<file path="config.mk">
export PLATFORM = sky130hd
export DESIGN_NAME = rail_control_regs
export DESIGN_NICKNAME = d
export VERILOG_FILES = /design/src/pkg/rail_regs_pkg.sv /design/src/verilog/rail_sleep_track.sv /design/src/verilog/rail_control_regs.sv
export SDC_FILE = /design/constraint.sdc
export NUM_CORES = 1
export LEC_CHECK = 0
export BUFFER_PORTS_ARGS = -buffer_cell sky130_fd_sc_hd__buf_4
export CORE_ASPECT_RATIO = 1.4
export CORE_MARGIN = 1
export CORE_UTILIZATION = 48
export DETAILED_ROUTE_END_ITERATION = 7
export PLACE_DENSITY = 0.88
export REMOVE_ABC_BUFFERS = 1
export SYNTH_ARGS = -nofsm -noshare
export SYNTH_HDL_FRONTEND = slang
export SYNTH_HIERARCHICAL = 1
export SYNTH_SLANG_ARGS = --single-unit
</file>
<file path="constraint.sdc">
create_clock -name sys_clk -period 1.8 [get_ports sys_clk]
set_input_delay 0.18 -clock sys_clk [delete_from_list [all_inputs] [get_ports sys_clk]]
set_output_delay 0.18 -clock sys_clk [all_outputs]
set_load 0.01 [all_outputs]
</file>
<file path="src/pkg/rail_regs_pkg.sv">
// Constants and field layout of the rail control register bank
// Summary of operation
// - Rail six on bit resets one; zero forces off
// - Rail six sleep arm nonzero enables pin switching
// - Rail six bits 3-2 kept at 3h
// - Rail six bit 1 selects auto or PWM
// - LDO two sleep arm resets zero, nonzero arms
// - LDO two bits 3-1 reset and kept 6h
// - LDO two on bit resets zero; zero forces off
// - LDO three sleep arm resets 3h, enabled
// - LDO three bits 3-1 reset and kept 6h
// - LDO three on bit resets zero; forces off
// - Enabling rail clears its discharge field
// - Four discharge fields, each resets to 100 ohm
// - Sleep entry copies sleep code into active code
package rail_regs_pkg;
  localparam int          DATA_W          = 8;
  localparam int          ADDR_W          = 8;
  localparam int          CODE_W          = 7;
  localparam logic [7:0]  BUCK_SIX_ADDR   = 8'h27;
  localparam logic [7:0]  LDO_TWO_ADDR    = 8'h28;
  localparam logic [7:0]  LDO_THREE_ADDR  = 8'h29;
  localparam logic [7:0]  DISCH_ONE_ADDR  = 8'h40;
  localparam logic [7:0]  BUCK_SIX_RST    = 8'h0d;
  localparam logic [7:0]  LDO_TWO_RST     = 8'h0c;
  localparam logic [7:0]  LDO_THREE_RST   = 8'h3c;
  localparam logic [7:0]  DISCH_ONE_RST   = 8'h55;
  localparam logic [7:0]  CTRL_WR_MASK    = 8'h3f;
  localparam int          ON_BIT          = 0;
  localparam int          MODE_BIT        = 1;
  localparam int          ARM_LSB         = 4;
  localparam int          BUCK_TRIM_LSB   = 2;
  localparam int          LDO_TRIM_LSB    = 1;
  localparam logic [1:0]  BUCK_TRIM_OK    = 2'h3;
  localparam logic [2:0]  LDO_TRIM_OK     = 3'h6;
  localparam logic [1:0]  DISCH_NONE      = 2'h0;
  localparam logic [1:0]  ARM_OFF         = 2'h0;
  localparam logic [CODE_W-1:0] CODE_RST  = 7'h00;
endpackage

</file>
<file path="src/verilog/rail_sleep_track.sv">
`timescale 1ns/1ps
// One rail's active voltage code with sleep-entry copy
module rail_sleep_track
  import rail_regs_pkg::*;
(
  input  wire logic              sys_clk,
  input  wire logic              sys_rst,
  input  wire logic              clk_en,
  input  wire logic              sleep_armed,
  input  wire logic              sleep_level,
  input  wire logic [CODE_W-1:0] normal_code,
  input  wire logic [CODE_W-1:0] sleep_code,
  output logic      [CODE_W-1:0] active_code
);
  logic sleep_reg;
  wire  sleep_entry = sleep_armed & sleep_level & ~sleep_reg;

  always_ff @(posedge sys_clk or posedge sys_rst) begin
    if (sys_rst) begin
      sleep_reg   <= 1'b0;
      active_code <= CODE_RST;
    end else if (clk_en) begin
      sleep_reg <= sleep_armed & sleep_level;
      if (sleep_entry)
        active_code <= sleep_code;
      else if (!(sleep_armed & sleep_level))
        active_code <= normal_code;
    end
  end
endmodule

</file>
<file path="src/verilog/rail_control_regs.sv">
`timescale 1ns/1ps
// Rail control register bank: three control registers and one discharge register
module rail_control_regs
  import rail_regs_pkg::*;
(
  input  wire logic              sys_clk,
  input  wire logic              sys_rst,
  input  wire logic              clk_en,
  input  wire logic              wr_en,
  input  wire logic [ADDR_W-1:0] addr,
  input  wire logic [DATA_W-1:0] wr_data,
  output logic      [DATA_W-1:0] rd_data,
  input  wire logic              sleep_pin_one,
  input  wire logic              sleep_pin_two,
  input  wire logic              sleep_pin_sel,
  input  wire logic [3:0]        rail_enable_evt,
  input  wire logic [CODE_W-1:0] rail6_voltage_code,
  input  wire logic [CODE_W-1:0] rail6_sleep_voltage_code,
  input  wire logic [CODE_W-1:0] ldo_two_voltage_code,
  input  wire logic [CODE_W-1:0] ldo_two_sleep_voltage_code,
  input  wire logic [CODE_W-1:0] ldo_three_voltage_code,
  input  wire logic [CODE_W-1:0] ldo_three_sleep_voltage_code,
  output logic                   rail6_on,
  output logic                   rail6_op_mode,
  output logic                   rail6_vid_valid,
  output logic                   ldo_two_on,
  output logic                   ldo_two_vid_valid,
  output logic                   ldo_three_on,
  output logic                   ldo_three_vid_valid,
  output logic      [CODE_W-1:0] rail6_active_code,
  output logic      [CODE_W-1:0] ldo_two_active_code,
  output logic      [CODE_W-1:0] ldo_three_active_code,
  output logic      [1:0]        rail1_discharge_sel,
  output logic      [1:0]        rail2_discharge_sel,
  output logic      [1:0]        rail3_discharge_sel,
  output logic      [1:0]        rail4_discharge_sel
);
  logic [DATA_W-1:0] buck_six_reg, ldo_two_reg, ldo_three_reg, disch_reg;
  logic [DATA_W-1:0] disch_next;

  wire hit_six   = wr_en & (addr == BUCK_SIX_ADDR);
  wire hit_two   = wr_en & (addr == LDO_TWO_ADDR);
  wire hit_three = wr_en & (addr == LDO_THREE_ADDR);
  wire hit_disch = wr_en & (addr == DISCH_ONE_ADDR);
  // Factory choice of sleep pin is a strap-like select input
  wire sleep_level = sleep_pin_sel ? sleep_pin_two : sleep_pin_one;

  wire [DATA_W-1:0] disch_wr = hit_disch ? wr_data : disch_reg;
  // Enable wins over a same-cycle write, so the enabled rail's discharge field clears on a clk_en cycle
  always_comb begin
    disch_next = disch_wr;
    for (int i = 0; i < 4; i++)
      if (rail_enable_evt[i])
        disch_next[2*i +: 2] = DISCH_NONE;
  end

  always_ff @(posedge sys_clk or posedge sys_rst) begin
    if (sys_rst) begin
      buck_six_reg  <= BUCK_SIX_RST;
      ldo_two_reg   <= LDO_TWO_RST;
      ldo_three_reg <= LDO_THREE_RST;
      disch_reg     <= DISCH_ONE_RST;
    end else if (clk_en) begin
      if (hit_six)
        buck_six_reg <= wr_data & CTRL_WR_MASK;
      if (hit_two)
        ldo_two_reg <= wr_data & CTRL_WR_MASK;
      if (hit_three)
        ldo_three_reg <= wr_data & CTRL_WR_MASK;
      disch_reg <= disch_next;
    end
  end

  assign rd_data = (addr == BUCK_SIX_ADDR)  ? buck_six_reg  :
                   (addr == LDO_TWO_ADDR)   ? ldo_two_reg   :
                   (addr == LDO_THREE_ADDR) ? ldo_three_reg :
                   (addr == DISCH_ONE_ADDR) ? disch_reg     : 8'h00;

  // Register bit gates the rail off regardless of control pins
  assign rail6_on      = buck_six_reg[ON_BIT];
  assign ldo_two_on    = ldo_two_reg[ON_BIT];
  assign ldo_three_on  = ldo_three_reg[ON_BIT];
  assign rail6_op_mode = buck_six_reg[MODE_BIT];
  // Trim fields other than the kept value void voltage codes
  assign rail6_vid_valid     = buck_six_reg[BUCK_TRIM_LSB +: 2] == BUCK_TRIM_OK;
  assign ldo_two_vid_valid   = ldo_two_reg[LDO_TRIM_LSB +: 3] == LDO_TRIM_OK;
  assign ldo_three_vid_valid = ldo_three_reg[LDO_TRIM_LSB +: 3] == LDO_TRIM_OK;
  assign rail1_discharge_sel = disch_reg[1:0];
  assign rail2_discharge_sel = disch_reg[3:2];
  assign rail3_discharge_sel = disch_reg[5:4];
  assign rail4_discharge_sel = disch_reg[7:6];

  wire arm_six   = buck_six_reg[ARM_LSB +: 2] != ARM_OFF;
  wire arm_two   = ldo_two_reg[ARM_LSB +: 2] != ARM_OFF;
  wire arm_three = ldo_three_reg[ARM_LSB +: 2] != ARM_OFF;

  rail_sleep_track u_six (
    .sys_clk     (sys_clk),
    .sys_rst     (sys_rst),
    .clk_en      (clk_en),
    .sleep_armed (arm_six),
    .sleep_level (sleep_level),
    .normal_code (rail6_voltage_code),
    .sleep_code  (rail6_sleep_voltage_code),
    .active_code (rail6_active_code)
  );
  rail_sleep_track u_two (
    .sys_clk     (sys_clk),
    .sys_rst     (sys_rst),
    .clk_en      (clk_en),
    .sleep_armed (arm_two),
    .sleep_level (sleep_level),
    .normal_code (ldo_two_voltage_code),
    .sleep_code  (ldo_two_sleep_voltage_code),
    .active_code (ldo_two_active_code)
  );
  rail_sleep_track u_three (
    .sys_clk     (sys_clk),
    .sys_rst     (sys_rst),
    .clk_en      (clk_en),
    .sleep_armed (arm_three),
    .sleep_level (sleep_level),
    .normal_code (ldo_three_voltage_code),
    .sleep_code  (ldo_three_sleep_voltage_code),
    .active_code (ldo_three_active_code)
  );
endmodule

</file>
==> out/results.tsv <==
metric	value	unit
first-pass GRT wire length	10700	um
total power	2.43	mW
CTS Buf Count	5	
antenna violations before repair	0	
fmax	586	MHz
post-synth top area share	35.4	%
DIE AREA	0.00576	mm^2
CP Cell Sequence	buf_4 > nor4b_4 > buf_4 > o211ai_1 > a32oi_1 > buf_4	
Max-cap violations	0	
Ports	113	
worst hold start	wr_data[6]	
top post-synthesis cells by area	dfrtp_1 (35%), dfstp_2 (13%), mux2_2 (9.5%)	
DRT iter0 DRCs	137	
Design Area, Final	0.00360	mm^2
Cells after DPL	393	
nets@finish	404	
grt total ovfl	0	
CP arrival	1530	ps
Post-Route WL	6850	um
Yosys warning count	6	
crit start category	primary input	
Core ar.	0.00520	mm^2
Max Transition Viols Final	0	
post-CTS setup buffers	0	
total number of vias	2293	
data required time of the worst path	1620	ps
Fin Setup TNS	0	ps
PortBufs	112	
vias per cell	5.70	
syn_area_per_cell	11.7	um^2
Netlist Area Pre-Place	0.00262	mm^2
Max rail drop VDD	0.000509	V
crit end category	output pin	
Seq cells post-synth	50	
most numerous cell on the critical path	buf_4	
largest net degree at the start of global routing	32	
post-route ant nets	0	
pre-CTS WS	92.0	ps
Pwr per Cell Area	674	mW/mm^2
Initial Util	50.4	%
Leak Pwr	1.66	nW
CP max stage delay	350	ps
DP Area	0.00348	mm^2
fraction of registers with async set/reset	100	%
RSZ-0062 raised after global routing	false	
clk_lat worst skew	300	ps
outcome	completed	
max reg flops	8	
slew margin rel.	62.0	%
Final Critical Period	1710	ps
HP Class	in -> reg	
reg2reg start	buck_six_reg[5]$_DFFE_PP0P_	
clock sinks	50	
actual slew at the worst max-slew pin	570	ps
sequential-to-total area share from yosys stat	48.4	%
worst-path fanout max	12	
Primary FF master, synth	dfrtp_1	
CP Launch Point	addr[4]	
critical path class	in -> out	
Worst path slowest cell	nor4b_4	
GP Congestion	0.826	
Tot GR Track Use	24.1	%
EDFF count, synth	0	
final worst-path cycle share	94.8	%
Hold Vio Cnt, Final	0	
CTS Buffer Depth	2	
Unique masters post-synth	33	
final number of setup-violating endpoints	0	
# diodes	0	
Synth Instances	223	
Layout Skew	10.6	ps
Yosys top cell by area	dfrtp_1	
Reg2Reg Setup Slack	360	ps
Area growth syn-to-layout	37.6	%
final cell count without fillers	402	
Detail Placement HPWL	5270	um
clock root cell	clkbuf_8	
Initial DRT Pass Iterations	4	
number of global-route vias before repair	2272	
Max H-tree Level	2	
layout cells sized above 1	50.9	%
PnR worst setup slack	94.3	ps
routed length per instance	17.0	um
DRC	0	
Row Count	31	
Die Ht	89.4	um
CTS tree	built	
Die X	64.4	um
clk slew on worst S/H paths	80	ps
[path summary, 6_finish.rpt]
check,endpoint,cells after the start
hold / removal,disch_reg[6]$_DFFE_PP1P_,3
min in group asynchronous,u_two/active_code[4]$_DFFE_PP0P_,3
setup / recovery,rd_data[4],6
hold reg to reg,disch_reg[4]$_DFFE_PP1P_,2
max in group asynchronous,disch_reg[2]$_DFFE_PP1P_,4
setup reg to reg,u_six/active_code[2]$_DFFE_PP0P_,4
[area by class of cell]
cell class	instances	area [um^2]
fillers	422	1590
flip-flops and latches	50	1270
multi-input cells	155	1230
repair buffers	119	896
well taps	66	82.6
clock buffers	6	72.6
clock inverters	2	37.5
inverters	4	15.0
[power breakdown]
| group | switching [mW] | total [mW] | internal (mW) | leakage, nW |
|---|---|---|---|---|
| combinational | 0.189 | 0.444 | 0.255 | 1.02 |
| sequential | 0.0339 | 1.22 | 1.18 | 0.591 |
| clock | 0.353 | 0.767 | 0.415 | 0.0514 |
| total | 0.576 | 2.43 | 1.85 | 1.66 |
[metal layers]
metal / vias to the layer above / wire (um) / global-route usage (%)
li1: 1085 / - / -
met1: 1109 / 2580 / 28.7
met2: 93 / 3780 / 43.8
met3: 6 / 409 / 3.95
met4: 0 / 83 / 8.48
met5: - / 0 / 0
[cells in the mapped netlist, types with 4 or more instances]
cell type   n
dfrtp_1    37
mux2_2     22
a2bb2oi_1  21
o22ai_1    21
nand2_1    14
dfstp_2    13
nand3b_1    9
mux2i_1     8
nand2b_1    8
nand4_1     8
a32oi_1     6
nand3_1     6
o211ai_1    6
buf_6       5
buf_2       4
inv_1       4
[cells by family (layout without fill, tap and decap cells)]
kind of cell / count (synthesis) / count (layout) / share of synthesized area [%]
simple gates: 67 / 67 / 16.4
compound gates: 58 / 58 / 18.1
flops: 50 / 50 / 48.4
mux: 30 / 30 / 12.5
buf+inv: 18 / 131 / 4.54
[stage by stage]
stage	utilization (%)	hold slack [ps]
final	69.3	107
after global routing	69.3	133
after CTS	69.3	100
after detailed placement	67.0	169
after global placement	67.0	164
after floorplan	-	-4.34
[timing repair]
item	in CTS	in global routing
hold buffers	1	0
gates resized for setup	0	0
endpoints found under the setup margin	0	0
hold endpoints to repair	37	0
[cells in the final DEF (no fill, tap or decap)]
| cell | n |
|---|---|
| nand4_1 | 8 |
| nor2_1 | 3 |
| mux2i_1 | 8 |
| o22ai_1 | 21 |
| and4b_1 | 2 |
| dfrtp_1 | 37 |
| and2_4 | 3 |
| o211ai_1 | 6 |
| dlygate4sd3_1 | 1 |
| and2_1 | 2 |
| clkbuf_8 | 5 |
| a21boi_4 | 3 |
| a32oi_1 | 6 |
| nand3b_1 | 9 |
| or3_1 | 1 |
| a21oi_1 | 1 |
| mux2_2 | 22 |
| nand3_1 | 6 |
| nor3b_1 | 1 |
| a2bb2oi_1 | 21 |
| nand2b_1 | 8 |
| inv_1 | 4 |
| nor2b_1 | 1 |
| nand2_1 | 14 |
| or2_2 | 3 |
| nor3_1 | 1 |
| and3_1 | 3 |
| nor4b_4 | 2 |
| dfstp_2 | 13 |
| bufinv_16 | 1 |
| clkbuf_1 | 1 |
| buf_4 | 118 |
| clkinvlp_4 | 1 |
[worst max-delay path, delay by kind of cell]
kind | cells | cell delay, ps
buf+inv | 3 | 560
compound gates | 2 | 430
simple gates | 1 | 350
Note: power is estimated with default switching activity, not from simulation.
